$ cat src/rtl/csm_regs.vh
// register map, field positions, reset values and timing counts of the clock control block
`ifndef CSM_REGS_VH
`define CSM_REGS_VH

// ****************************************************************
// register byte addresses
// ****************************************************************
`define CSM_ADDR_GATE_TWO      32'h40000034
`define CSM_ADDR_SRC_CTRL      32'h40000040
`define CSM_ADDR_SYS_SEL       32'h40000044
`define CSM_ADDR_MONITOR       32'h40000048

// ****************************************************************
// reset values and writable masks
// ****************************************************************
`define CSM_GATE_TWO_RST       32'h00000101
`define CSM_GATE_TWO_MASK      32'h00330f33
`define CSM_SRC_CTRL_RST       8'h20
`define CSM_SRC_CTRL_MASK      8'hbf
`define CSM_SYS_SEL_RST        8'h00
`define CSM_SYS_SEL_MASK       8'h07
`define CSM_MON_CTRL_RST       16'h0000
`define CSM_MON_CTRL_MASK      16'h8ccc

// ****************************************************************
// clock source control fields
// ****************************************************************
`define CSM_SUB_EN_BIT         7
`define CSM_RING_EN_BIT        5
`define CSM_RING_DIV_BIT       4
`define CSM_IRC_EN_BIT         3
`define CSM_IRC_DIV_BIT        2
`define CSM_XTAL_EN_BIT        1
`define CSM_XTAL_DIV_BIT       0

// ****************************************************************
// system clock select fields
// ****************************************************************
`define CSM_PLL_REF_BIT        2
`define CSM_MCLK_SEL_HI        1
`define CSM_MCLK_SEL_LO        0
`define CSM_MCLK_RING          2'b00

// ****************************************************************
// clock monitor fields
// ****************************************************************
`define CSM_REC_DIS_BIT        15
`define CSM_SUB_WATCH_BIT      11
`define CSM_SUB_IE_BIT         10
`define CSM_SUB_FAIL_BIT       9
`define CSM_SUB_RUN_BIT        8
`define CSM_MAIN_WATCH_BIT     7
`define CSM_MAIN_IE_BIT        6
`define CSM_MAIN_FAIL_BIT      5
`define CSM_MAIN_RUN_BIT       4
`define CSM_XTAL_WATCH_BIT     3
`define CSM_XTAL_IE_BIT        2
`define CSM_XTAL_FAIL_BIT      1
`define CSM_XTAL_RUN_BIT       0

// ****************************************************************
// bus answers and watch window
// ****************************************************************
`define CSM_RESP_OKAY          2'b00
`define CSM_RESP_SLVERR        2'b10
`define CSM_WATCH_WINDOW       4'd8
`define CSM_WATCH_ONE          4'd1

`endif

$ cat src/rtl/csm_clk_watch.v
// edge watchdog for one monitored oscillator, timed by ring oscillator edges
`include "csm_regs.vh"

module csm_clk_watch (
   input  wire clk_sys,
   input  wire reset_n,
   input  wire watch_clk,
   input  wire ring_tick,
   input  wire watch_en,
   output reg  running_r,
   output reg  fail_pulse_r
);

   reg       sync1_r;
   reg       sync2_r;
   reg       sync3_r;
   reg [3:0] quiet_cnt_r;
   wire      edge_seen;

   // ****************************************************************
   // synchroniser and edge detect
   // ****************************************************************
   // a clock faster than half of clk_sys aliases; only slow sources are judged exactly
   always @(posedge clk_sys or negedge reset_n) begin
      if (!reset_n) begin
         sync1_r <= 1'b0;
         sync2_r <= 1'b0;
         sync3_r <= 1'b0;
      end else begin
         sync1_r <= watch_clk;
         sync2_r <= sync1_r;
         sync3_r <= sync2_r;
      end
   end

   assign edge_seen = sync2_r ^ sync3_r;

   // ****************************************************************
   // quiet window counter
   // ****************************************************************
   // status holds 1 while disabled so a read matches the reset value
   always @(posedge clk_sys or negedge reset_n) begin
      if (!reset_n) begin
         quiet_cnt_r  <= 4'd0;
         running_r    <= 1'b1;
         fail_pulse_r <= 1'b0;
      end else begin
         fail_pulse_r <= 1'b0;
         if (!watch_en) begin
            quiet_cnt_r <= 4'd0;
            running_r   <= 1'b1;
         end else if (edge_seen) begin
            quiet_cnt_r <= 4'd0;
            running_r   <= 1'b1;                                      // RQ11
         end else if (ring_tick && quiet_cnt_r != `CSM_WATCH_WINDOW) begin
            quiet_cnt_r <= quiet_cnt_r + `CSM_WATCH_ONE;
            if (quiet_cnt_r == `CSM_WATCH_WINDOW - `CSM_WATCH_ONE) begin
               running_r    <= 1'b0;                                  // RQ17
               fail_pulse_r <= running_r;                             // RQ17
            end
         end
      end
   end

endmodule // csm_clk_watch

$ cat src/rtl/csm_clock_ctrl.v
// clock source select, peripheral clock gating and clock monitor with an AXI4-Lite register slave
// How it works
// RQ1: each set bit of the peripheral gate register drives the clock enable of its peripheral.
// RQ2: the gate register holds ADC at 21:20, motor PWM at 17:16, UART at 11:8, I2C at 5:4 and SPI at 1:0.
// RQ3: bit 7 of the source control register switches the sub crystal on or off.
// RQ4: ring field 5:4 stops on 0X, runs on 10 and runs divided by two on 11.
// RQ5: internal RC field 3:2 stops on 0X, runs on 10 and runs divided by two on 11.
// RQ6: crystal field 1:0 stops on 0X, runs on 10 and runs divided by two on 11.
// RQ7: bit 2 of the select register takes the PLL reference from the RC source on 0, the crystal on 1.
// RQ8: main select 1:0 takes the ring source on 0X, the PLL bypass on 10 and the PLL output on 11.
// RQ9: software keeps both RC and crystal running before choosing the crystal as PLL reference.
// RQ10: the three running bits mean something only while their watch enable is set.
// RQ11: bits 0, 4 and 8 read one while crystal, main clock or sub crystal oscillates.
// RQ12: fail flags at 9, 5 and 1 read one while pending and a written one clears them.
// RQ13: fail enables at 10, 6 and 2 let their failure raise a pending flag.
// RQ14: with bit 15 clear a main clock failure switches the main select to the ring source.
// RQ15: software enables a source, sees it oscillate and waits for it to settle before use.
// RQ16: a written zero removes a peripheral clock right after the write.
// RQ17: a watched clock with no edge within a window of ring edges is declared failed.
`include "csm_regs.vh"

module csm_clock_ctrl (
   input  wire        clk_sys,
   input  wire        reset_n,
   // axi4-lite write address and data
   input  wire [31:0] s_axi_awaddr,
   input  wire        s_axi_awvalid,
   output reg         s_axi_awready,
   input  wire [31:0] s_axi_wdata,
   input  wire [3:0]  s_axi_wstrb,
   input  wire        s_axi_wvalid,
   output reg         s_axi_wready,
   output reg  [1:0]  s_axi_bresp,
   output reg         s_axi_bvalid,
   input  wire        s_axi_bready,
   // axi4-lite read
   input  wire [31:0] s_axi_araddr,
   input  wire        s_axi_arvalid,
   output reg         s_axi_arready,
   output reg  [31:0] s_axi_rdata,
   output reg  [1:0]  s_axi_rresp,
   output reg         s_axi_rvalid,
   input  wire        s_axi_rready,
   // oscillator pins seen by the monitor
   input  wire        ring_clk_in,
   input  wire        crystal_clk_in,
   input  wire        sub_crystal_clk_in,
   input  wire        main_clk_in,
   // clock tree controls
   output reg  [31:0] periph_clk_en_r,
   output reg         sub_crystal_enable_r,
   output reg         ring_enable_r,
   output reg         ring_div2_r,
   output reg         internal_rc_enable_r,
   output reg         internal_rc_div2_r,
   output reg         crystal_enable_r,
   output reg         crystal_div2_r,
   output reg         pll_reference_select_r,
   output reg  [1:0]  main_clock_select_r,
   output reg         clock_fail_pending_r
);

   reg [31:0] gate_two_r;
   reg [7:0]  src_ctrl_r;
   reg [7:0]  sys_sel_r;
   reg [15:0] mon_ctrl_r;
   reg        sub_fail_flag_r;
   reg        main_fail_flag_r;
   reg        crystal_fail_flag_r;
   reg        ring_sync1_r;
   reg        ring_sync2_r;
   reg        ring_sync3_r;
   reg [31:0] rd_word;
   reg        rd_hit;
   wire       ring_tick;
   wire       crystal_running;
   wire       main_clock_running;
   wire       sub_crystal_running;
   wire       crystal_fail_evt;
   wire       main_fail_evt;
   wire       sub_fail_evt;
   wire       wr_fire;
   wire       wr_hit;
   wire [31:0] wr_merge_gate;
   wire [31:0] wr_merge_src;
   wire [31:0] wr_merge_sel;
   wire [31:0] wr_merge_mon;
   wire [31:0] clear_mask;
   wire       main_recover;

   // ****************************************************************
   // helpers
   // ****************************************************************
   // byte-lane merge of write data into an old word, restricted to writable bits
   function [31:0] lane_merge;
      input [31:0] old_word;
      input [31:0] new_word;
      input [3:0]  strb;
      input [31:0] wmask;
      integer      i;
      reg   [31:0] m;
      begin
         m = 32'h00000000;
         for (i = 0; i < 4; i = i + 1)
            m[i*8 +: 8] = {8{strb[i]}};
         m = m & wmask;
         lane_merge = (old_word & ~m) | (new_word & m);
      end
   endfunction

   // address decode shared by write and read
   function addr_mapped;
      input [31:0] a;
      begin
         addr_mapped = (a == `CSM_ADDR_GATE_TWO) || (a == `CSM_ADDR_SRC_CTRL) ||
                       (a == `CSM_ADDR_SYS_SEL)  || (a == `CSM_ADDR_MONITOR);
      end
   endfunction

   // ****************************************************************
   // ring reference synchroniser
   // ****************************************************************
   // ring edges pace the fail windows, so the ring itself is never judged
   always @(posedge clk_sys or negedge reset_n) begin
      if (!reset_n) begin
         ring_sync1_r <= 1'b0;
         ring_sync2_r <= 1'b0;
         ring_sync3_r <= 1'b0;
      end else begin
         ring_sync1_r <= ring_clk_in;
         ring_sync2_r <= ring_sync1_r;
         ring_sync3_r <= ring_sync2_r;
      end
   end

   assign ring_tick = ring_sync2_r ^ ring_sync3_r;

   // ****************************************************************
   // watchdogs for crystal, main clock and sub crystal
   // ****************************************************************
   csm_clk_watch u_watch_crystal (
      .clk_sys      (clk_sys),
      .reset_n      (reset_n),
      .watch_clk    (crystal_clk_in),
      .ring_tick    (ring_tick),
      .watch_en     (mon_ctrl_r[`CSM_XTAL_WATCH_BIT]),
      .running_r    (crystal_running),
      .fail_pulse_r (crystal_fail_evt)
   );

   csm_clk_watch u_watch_main (
      .clk_sys      (clk_sys),
      .reset_n      (reset_n),
      .watch_clk    (main_clk_in),
      .ring_tick    (ring_tick),
      .watch_en     (mon_ctrl_r[`CSM_MAIN_WATCH_BIT]),
      .running_r    (main_clock_running),
      .fail_pulse_r (main_fail_evt)
   );

   csm_clk_watch u_watch_sub (
      .clk_sys      (clk_sys),
      .reset_n      (reset_n),
      .watch_clk    (sub_crystal_clk_in),
      .ring_tick    (ring_tick),
      .watch_en     (mon_ctrl_r[`CSM_SUB_WATCH_BIT]),
      .running_r    (sub_crystal_running),
      .fail_pulse_r (sub_fail_evt)
   );

   // ****************************************************************
   // write channel
   // ****************************************************************
   // both channels are taken on one edge; the slave waits for the later of the two
   assign wr_fire       = s_axi_awready && s_axi_awvalid && s_axi_wready && s_axi_wvalid;
   assign wr_hit        = addr_mapped(s_axi_awaddr);
   assign wr_merge_gate = lane_merge(gate_two_r, s_axi_wdata, s_axi_wstrb, `CSM_GATE_TWO_MASK);
   assign wr_merge_src  = lane_merge({24'h000000, src_ctrl_r}, s_axi_wdata, s_axi_wstrb,
                                     {24'h000000, `CSM_SRC_CTRL_MASK});
   assign wr_merge_sel  = lane_merge({24'h000000, sys_sel_r}, s_axi_wdata, s_axi_wstrb,
                                     {24'h000000, `CSM_SYS_SEL_MASK});
   assign wr_merge_mon  = lane_merge({16'h0000, mon_ctrl_r}, s_axi_wdata, s_axi_wstrb,
                                     {16'h0000, `CSM_MON_CTRL_MASK});
   // write-one-to-clear lanes for the fail flags
   assign clear_mask    = (wr_fire && s_axi_awaddr == `CSM_ADDR_MONITOR) ?
                          lane_merge(32'h00000000, s_axi_wdata, s_axi_wstrb, 32'hffffffff) : 32'h00000000;

   always @(posedge clk_sys or negedge reset_n) begin
      if (!reset_n) begin
         s_axi_awready <= 1'b0;
         s_axi_wready  <= 1'b0;
         s_axi_bvalid  <= 1'b0;
         s_axi_bresp   <= `CSM_RESP_OKAY;
      end else begin
         s_axi_awready <= s_axi_awvalid && s_axi_wvalid && !s_axi_awready && !s_axi_bvalid;
         s_axi_wready  <= s_axi_awvalid && s_axi_wvalid && !s_axi_awready && !s_axi_bvalid;
         if (wr_fire) begin
            s_axi_bvalid <= 1'b1;
            s_axi_bresp  <= wr_hit ? `CSM_RESP_OKAY : `CSM_RESP_SLVERR;
         end else if (s_axi_bready) begin
            s_axi_bvalid <= 1'b0;
         end
      end
   end

   // ****************************************************************
   // control registers
   // ****************************************************************
   // a main clock failure only switches the main select to the ring source while recovery is not disabled
   assign main_recover = main_fail_evt && !mon_ctrl_r[`CSM_REC_DIS_BIT];

   always @(posedge clk_sys or negedge reset_n) begin
      if (!reset_n) begin
         gate_two_r <= `CSM_GATE_TWO_RST;
         src_ctrl_r <= `CSM_SRC_CTRL_RST;
         sys_sel_r  <= `CSM_SYS_SEL_RST;
         mon_ctrl_r <= `CSM_MON_CTRL_RST;
      end else begin
         if (wr_fire && s_axi_awaddr == `CSM_ADDR_GATE_TWO)
            gate_two_r <= wr_merge_gate;                              // RQ2
         if (wr_fire && s_axi_awaddr == `CSM_ADDR_SRC_CTRL)
            src_ctrl_r <= wr_merge_src[7:0];
         if (wr_fire && s_axi_awaddr == `CSM_ADDR_MONITOR)
            mon_ctrl_r <= wr_merge_mon[15:0];
         // hardware recovery wins over a software write in the same cycle
         if (main_recover)
            sys_sel_r <= {sys_sel_r[7:2], `CSM_MCLK_RING};            // RQ14
         else if (wr_fire && s_axi_awaddr == `CSM_ADDR_SYS_SEL)
            sys_sel_r <= wr_merge_sel[7:0];
      end
   end

   // ****************************************************************
   // fail flags
   // ****************************************************************
   // a new failure in the clearing cycle keeps the flag set
   always @(posedge clk_sys or negedge reset_n) begin
      if (!reset_n) begin
         sub_fail_flag_r     <= 1'b0;
         main_fail_flag_r    <= 1'b0;
         crystal_fail_flag_r <= 1'b0;
      end else begin
         if (sub_fail_evt && mon_ctrl_r[`CSM_SUB_IE_BIT])             // RQ13
            sub_fail_flag_r <= 1'b1;
         else if (clear_mask[`CSM_SUB_FAIL_BIT])
            sub_fail_flag_r <= 1'b0;                                  // RQ12
         if (main_fail_evt && mon_ctrl_r[`CSM_MAIN_IE_BIT])           // RQ13
            main_fail_flag_r <= 1'b1;
         else if (clear_mask[`CSM_MAIN_FAIL_BIT])
            main_fail_flag_r <= 1'b0;                                 // RQ12
         if (crystal_fail_evt && mon_ctrl_r[`CSM_XTAL_IE_BIT])        // RQ13
            crystal_fail_flag_r <= 1'b1;
         else if (clear_mask[`CSM_XTAL_FAIL_BIT])
            crystal_fail_flag_r <= 1'b0;                              // RQ12
      end
   end

   // ****************************************************************
   // read channel
   // ****************************************************************
   always @* begin
      rd_word = 32'h00000000;
      rd_hit  = addr_mapped(s_axi_araddr);
      case (s_axi_araddr)
         `CSM_ADDR_GATE_TWO : rd_word = gate_two_r;
         `CSM_ADDR_SRC_CTRL : rd_word = {24'h000000, src_ctrl_r};
         `CSM_ADDR_SYS_SEL  : rd_word = {24'h000000, sys_sel_r};
         `CSM_ADDR_MONITOR  : begin
            rd_word[15:0]                = mon_ctrl_r;
            rd_word[`CSM_SUB_FAIL_BIT]   = sub_fail_flag_r;           // RQ12
            rd_word[`CSM_MAIN_FAIL_BIT]  = main_fail_flag_r;          // RQ12
            rd_word[`CSM_XTAL_FAIL_BIT]  = crystal_fail_flag_r;       // RQ12
            rd_word[`CSM_SUB_RUN_BIT]    = sub_crystal_running;       // RQ10
            rd_word[`CSM_MAIN_RUN_BIT]   = main_clock_running;        // RQ11
            rd_word[`CSM_XTAL_RUN_BIT]   = crystal_running;           // RQ11
         end
         default            : rd_word = 32'h00000000;
      endcase
   end

   always @(posedge clk_sys or negedge reset_n) begin
      if (!reset_n) begin
         s_axi_arready <= 1'b0;
         s_axi_rvalid  <= 1'b0;
         s_axi_rdata   <= 32'h00000000;
         s_axi_rresp   <= `CSM_RESP_OKAY;
      end else begin
         s_axi_arready <= s_axi_arvalid && !s_axi_arready && !s_axi_rvalid;
         if (s_axi_arready && s_axi_arvalid) begin
            s_axi_rvalid <= 1'b1;
            s_axi_rdata  <= rd_word;
            s_axi_rresp  <= rd_hit ? `CSM_RESP_OKAY : `CSM_RESP_SLVERR;
         end else if (s_axi_rready) begin
            s_axi_rvalid <= 1'b0;
         end
      end
   end

   // ****************************************************************
   // clock tree outputs
   // ****************************************************************
   // one cycle after the write; the enable feeds a glitch-free gate cell outside
   always @(posedge clk_sys or negedge reset_n) begin
      if (!reset_n) begin
         periph_clk_en_r        <= `CSM_GATE_TWO_RST;
         sub_crystal_enable_r   <= 1'b0;
         ring_enable_r          <= 1'b1;
         ring_div2_r            <= 1'b0;
         internal_rc_enable_r   <= 1'b0;
         internal_rc_div2_r     <= 1'b0;
         crystal_enable_r       <= 1'b0;
         crystal_div2_r         <= 1'b0;
         pll_reference_select_r <= 1'b0;
         main_clock_select_r    <= `CSM_MCLK_RING;
         clock_fail_pending_r   <= 1'b0;
      end else begin
         periph_clk_en_r        <= gate_two_r;                                         // RQ1 RQ16
         sub_crystal_enable_r   <= src_ctrl_r[`CSM_SUB_EN_BIT];                        // RQ3
         ring_enable_r          <= src_ctrl_r[`CSM_RING_EN_BIT];                       // RQ4
         ring_div2_r            <= src_ctrl_r[`CSM_RING_EN_BIT] && src_ctrl_r[`CSM_RING_DIV_BIT];
         internal_rc_enable_r   <= src_ctrl_r[`CSM_IRC_EN_BIT];                        // RQ5
         internal_rc_div2_r     <= src_ctrl_r[`CSM_IRC_EN_BIT] && src_ctrl_r[`CSM_IRC_DIV_BIT];
         crystal_enable_r       <= src_ctrl_r[`CSM_XTAL_EN_BIT];                       // RQ6
         crystal_div2_r         <= src_ctrl_r[`CSM_XTAL_EN_BIT] && src_ctrl_r[`CSM_XTAL_DIV_BIT];
         pll_reference_select_r <= sys_sel_r[`CSM_PLL_REF_BIT];                        // RQ7
         // 0X collapses to 00 so the tree sees only three codes
         main_clock_select_r    <= sys_sel_r[`CSM_MCLK_SEL_HI] ?
                                   sys_sel_r[`CSM_MCLK_SEL_HI:`CSM_MCLK_SEL_LO] : `CSM_MCLK_RING; // RQ8
         clock_fail_pending_r   <= sub_fail_flag_r || main_fail_flag_r || crystal_fail_flag_r;
      end
   end

endmodule // csm_clock_ctrl

$ cat config.mk
export PLATFORM = sky130hd
export DESIGN_NAME = csm_clock_ctrl
export DESIGN_NICKNAME = d
export VERILOG_FILES = /design/src/rtl/csm_clk_watch.v /design/src/rtl/csm_clock_ctrl.v
export VERILOG_INCLUDE_DIRS = /design/src /design/src/rtl
export SDC_FILE = /design/constraint.sdc
export NUM_CORES = 1
export LEC_CHECK = 0
export BUFFER_PORTS_ARGS = -buffer_cell sky130_fd_sc_hd__buf_2
export CAP_MARGIN = 5
export CELL_PAD_IN_SITES_DETAIL_PLACEMENT = 1
export CELL_PAD_IN_SITES_GLOBAL_PLACEMENT = 2
export CORE_ASPECT_RATIO = 1.25
export CORE_UTILIZATION = 30
export CTS_CLUSTER_DIAMETER = 120
export CTS_CLUSTER_SIZE = 10
export DETAILED_ROUTE_END_ITERATION = 12
export HOLD_SLACK_MARGIN = 0.06
export PLACE_DENSITY = 0.9
export REMOVE_ABC_BUFFERS = 1
export SLEW_MARGIN = 15
export SYNTH_ARGS = -nofsm -noshare
export SYNTH_HDL_FRONTEND = slang
export SYNTH_HIERARCHICAL = 1
export SYNTH_SLANG_ARGS = --single-unit
$ cat constraint.sdc
create_clock -name clk_sys -period 2.5 [get_ports clk_sys]
set_input_delay 0.5 -clock clk_sys [delete_from_list [all_inputs] [get_ports clk_sys]]
set_output_delay 0.5 -clock clk_sys [all_outputs]
set_load 0.05 [all_outputs]
* After elaboration in Yosys (flattened, before gate mapping) *
Cells that the tools add are included.

cells by class
  eq/ne operators = 20
  bitwise logic cells = 22
  muxes and demuxes = 51
  add/sub/neg operators = 3
  reduce and logical (&&, ||, !) cells = 46

operator list
  kind                                                    count
  == test 32 x 31 -> 1 bit (second input constant)        8
  one-hot mux 16 bit (4 select lines)                     1
  two-way mux 4 bit                                       9
  two-way mux 1 bit                                       34
  AND 16 bit                                              2
  AND 32 x 22 -> 32 bit                                   1
  AND 32 bit                                              1
  NOT 22 -> 32 bit                                        1
  bitwise OR 32 bit                                       1
  AND 8 bit                                               3
  logical AND 1 bit                                       23
  inequality test 3 x 1 -> 1 bit (second input constant)  6
  two-way mux 16 bit                                      1
  NOT 16 bit                                              1
  bitwise OR 16 bit                                       1
  bitwise OR 8 bit                                        2
  adder 4 x 1 -> 4 bit (second input constant)            3
  == test 4 x 3 -> 1 bit (second input constant)          3
  inequality test 4 bit (second input constant)           3
  nonzero test 2 bit                                      6
  AND 10 bit                                              1
  two-way mux 10 bit                                      1
  two-way mux 2 bit                                       5
  AND 8 x 3 -> 8 bit                                      1
  7 further kinds                                         24

word-level totals
  word-level logic and storage cells = 189
  input port bits = 111
  output and inout bits = 84
  register bits = 180

* Longest topological paths before layout *
  depth after elaboration = 7
  gate-level depth with buffers = 6
  depth with buffers taken out = 5

* By module *
The synthesis kept the hierarchy.

modules (own cells, without submodules)
  module          instances  cells an instance  area each (sq um)  sequential area each (sq um)
  csm_clock_ctrl  1          289                3703.6             2034.5
  csm_clk_watch   3          35                 392.9              226.5

* Least setup slack after synthesis *
OpenSTA, ideal clock, no wires.

  path kind = flip-flop to flip-flop
  start = register s_axi_wready
  end = register with a tool-made name
  path buffers = 1
  data required time = 2.375 ns
  path slack = 0.284 ns
  cell stages (with the launch flop) = 6
  data arrival time = 2.091 ns
  path through = dfrtp_1 -> and3_1 -> clkbuf_1 -> nand4_1 -> nor4_4 -> mux2_2

RTL lines
  what                    RTL line              source
  from (decl)             csm_clock_ctrl.v:32   output reg s_axi_wready,
  from (signal assigned)  csm_clock_ctrl.v:196  s_axi_wready <= s_axi_awvalid && s_axi_wvalid && !s_axi_awready && !s_axi_bvalid;

==> flow_metrics.py <==
metrics = {
    "cells_and_area": {
        "nFillCells": 1795,
        "finalNetCount": 665,
        "drive_gt1_frac": 0.407,
        "synthToLayoutAreaGrowth_pct": 24.0,
        "utilization": 0.384,
        "stdcell_area_um2": 6060,
        "n_antenna_cell": 0,
    },
    "clock_tree": {
        "clkLatencyLatePin_ns": 0.35,
        "cts-resized-gates": 0,
        "numCtsBuffers": 9,
        "cts_max_path_buffers": 2,
        "path_clk_slew_ns": 0.08,
        "h-tree-depth": 3,
        "tritoncts": "yes",
        "cts_sinks": 108,
        "postCtsSetupRepairBufs": 0,
        "root_buffer": "clkbuf_16",
        "cts_hold_buf": 0,
    },
    "route": {
        "detail_route.vias_per_cell": 4.78,
        "first_pass_iters": 4,
        "antenna_left": 0,
        "drtIter0Drc": 107,
        "vias": 3655,
        "drc": 0,
        "wl_mm": 12.7,
        "wl_per_cell_um": 16.5,
    },
    "sta": {
        "fmax_mhz": 512,
        "slew_viol_final": 0,
        "layout_min_cycle_time_ns": 1.95,
        "setup_viol": 0,
        "maxSlewHeadroom": 0.457,
        "hold_violations": 0,
        "clock_skew_ns": 0.00702,
        "fin_crit_sh": 0.782,
        "worst_pin_slew_ns": 0.810,
        "timing.hold.ws_ns": 0.0900,
        "tns_ns": 0,
        "rsz0062_at_grt": "no",
    },
    "global_routing": {
        "antenna_found_initial": 2,
        "grt-ovfl-total": 0,
        "grt_pass1_wl_mm": 19.6,
        "grt_pass1_vias": 3878,
        "grt_max_degree": 52,
        "grt.total_usage": 0.154,
    },
    "yosys": {
        "postSynthCellCount": 394,
        "yosys.area.top_type": "dfrtp_1",
        "synthDistinctLibCells": 53,
        "synth_top_area_frac": 0.507,
        "yosys_warnings": 6,
        "synth-async-reset-ratio": 1.00,
        "synth_area_leaders": "dfrtp_1 51%, buf_4 5.8%, mux2_2 5.8%",
        "ys_seq_elements": 108,
        "ys.flop_type": "dfrtp_1",
        "yosysSeqAreaShare": 0.556,
        "synth_edf_count": 0,
        "syn_avg_cell_area_um2": 12.4,
        "synth_area_um2": 4880,
    },
    "placement": {
        "finalWeightedCongestion": 0.752,
        "dpl_cell_area_um2": 5770,
        "portBuffers": 141,
        "place_hpwl_mm": 10.0,
    },
    "worst_setup_path": {
        "timing.critical_path.cells": "buf_2 -> nor4b_4 -> nand4_4 -> or4_1 -> mux2_4",
        "endpoint_kind": "flip-flop",
        "required_ns": 2.73,
        "cp_num_buf_inv": 1,
        "crit_slowest_cell": "or4_1",
        "arrival_ns": 2.18,
        "worst-path-max-fanout": 6,
        "crit_type": "in2reg",
        "setup.worst_path.start_class": "input port",
        "cpPeakStageDelay_ns": 0.68,
        "cp_top_family": "simple AND/OR/NAND/NOR gates",
    },
    "power_and_ir_drop": {
        "finalPower_uw": 3500,
        "peakVddDrop_v": 0.000439,
        "power.density_nw_per_um2": 578,
        "leakagePower_uw": 0.00297,
    },
    "outcome": {
        "status": "complete, no violations",
    },
    "die": {
        "dieArea_um2": 16800,
        "core_um2": 15800,
        "io_pins": 195,
        "die_w_um": 116,
        "fp.dieH_um": 145,
        "num_rows": 51,
        "initial_core_util": 0.310,
    },
    "min_path": {
        "hold_class": "in2async",
    },
    "run": {
        "max-cap-violations": 0,
    },
}
power by group:
| group | leakage, uW | switching (uW) | internal, uW |
|---|---|---|---|
| Clock | 0.000141 | 658 | 690 |
| Combinational | 0.00142 | 284 | 95.0 |
| Sequential | 0.00142 | 10.4 | 1760 |
per-stage QoR:
step                      worst slack (ns)  instances
after floorplan                     0.0508        385
after global placement               0.221        749
after detailed placement             0.175        749
after CTS                            0.539        765
after global routing                 0.444        765
final                                0.546        765
path summary, 6_finish.rpt:
kind	from	to	slack [ns]	depth (start not counted)
setup / recovery	s_axi_awaddr[27]	flip-flop	0.55	5
hold / removal	reset_n	s_axi_rresp[1]$_DFFE_PN0P_	0.09	1
setup reg to reg	s_axi_wready$_DFF_PN0_	flip-flop	0.61	5
hold reg to reg	u_watch_sub/sync1_r$_DFF_PN0_	u_watch_sub/sync2_r$_DFF_PN0_	0.35	0
max in group asynchronous	reset_n	ring_enable_r$_DFF_PN1_	1.65	2
min in group clk_sys	sub_crystal_clk_in	u_watch_sub/sync1_r$_DFF_PN0_	0.26	1
synth_stat cells (all sizes together), types with 2 or more instances:
library cell,instances
a21o,4
nor3b,2
ha,6
nor2b,3
clkbuf,6
nor4b,3
a32o,9
dfstp,9
and2,7
and4,3
inv,16
a21oi,14
mux2i,3
a2bb2oi,2
or3,2
nor3,11
nand3,8
a22oi,4
buf,39
o21ai,18
xor2,4
a32oi,4
nand2,23
o31ai,2
a211o,3
nor4,15
nand4,10
nor2,5
mux2,31
dfrtp,99
and3b,4
nand4b,5
xnor2,3
nand3b,4
o2bb2ai,2
and3,3
final cells by class:
cell class                 instances  area (um^2)  area share
clock buffer                       9          225      0.0372
clock inverter                     7         57.6     0.00950
inverter                          16         60.1     0.00992
multi-input combinational        261         1930       0.319
sequential                       108         2710       0.448
tap                              212          265      0.0438
timing repair buffer             152          803       0.133
routing by layer:
metal	wire (um)	global-route usage	vias to the layer above
met4	320	0.0709	4
li1	-	-	1669
met5	27	0	-
met1	4580	0.156	1822
met3	710	0.0314	26
met2	7020	0.296	134
layout by cell type, fill, tap and decap left out, types with 8 or more instances in the layout:
| cell | count |
|---|---|
| buf_2 | 140 |
| dfrtp_1 | 99 |
| conb_1 | 37 |
| mux2_2 | 25 |
| nand2_1 | 20 |
| o21ai_0 | 18 |
| inv_1 | 16 |
| a21oi_1 | 11 |
| buf_4 | 11 |
| nand4_1 | 9 |
| nor4_1 | 9 |
| a32o_1 | 9 |
| dfstp_2 | 9 |
| clkbuf_16 | 9 |
| nand3_1 | 8 |
kinds of logic (layout without fill, tap and decap cells):
family | Yosys count | after routing | share of synthesized area
adders and majority gates | 6 | 6 | 0.0154
AOI/OAI and AO/OA | 67 | 67 | 0.0964
muxes | 34 | 34 | 0.0807
other | 1 | 37 | 0.000768
and+or+nand+nor | 110 | 110 | 0.162
DFF | 108 | 108 | 0.556
buffers and inverters | 61 | 184 | 0.0764
xor gates and xnor gates | 7 | 7 | 0.0126
Power figures use the tool's default switching activity.
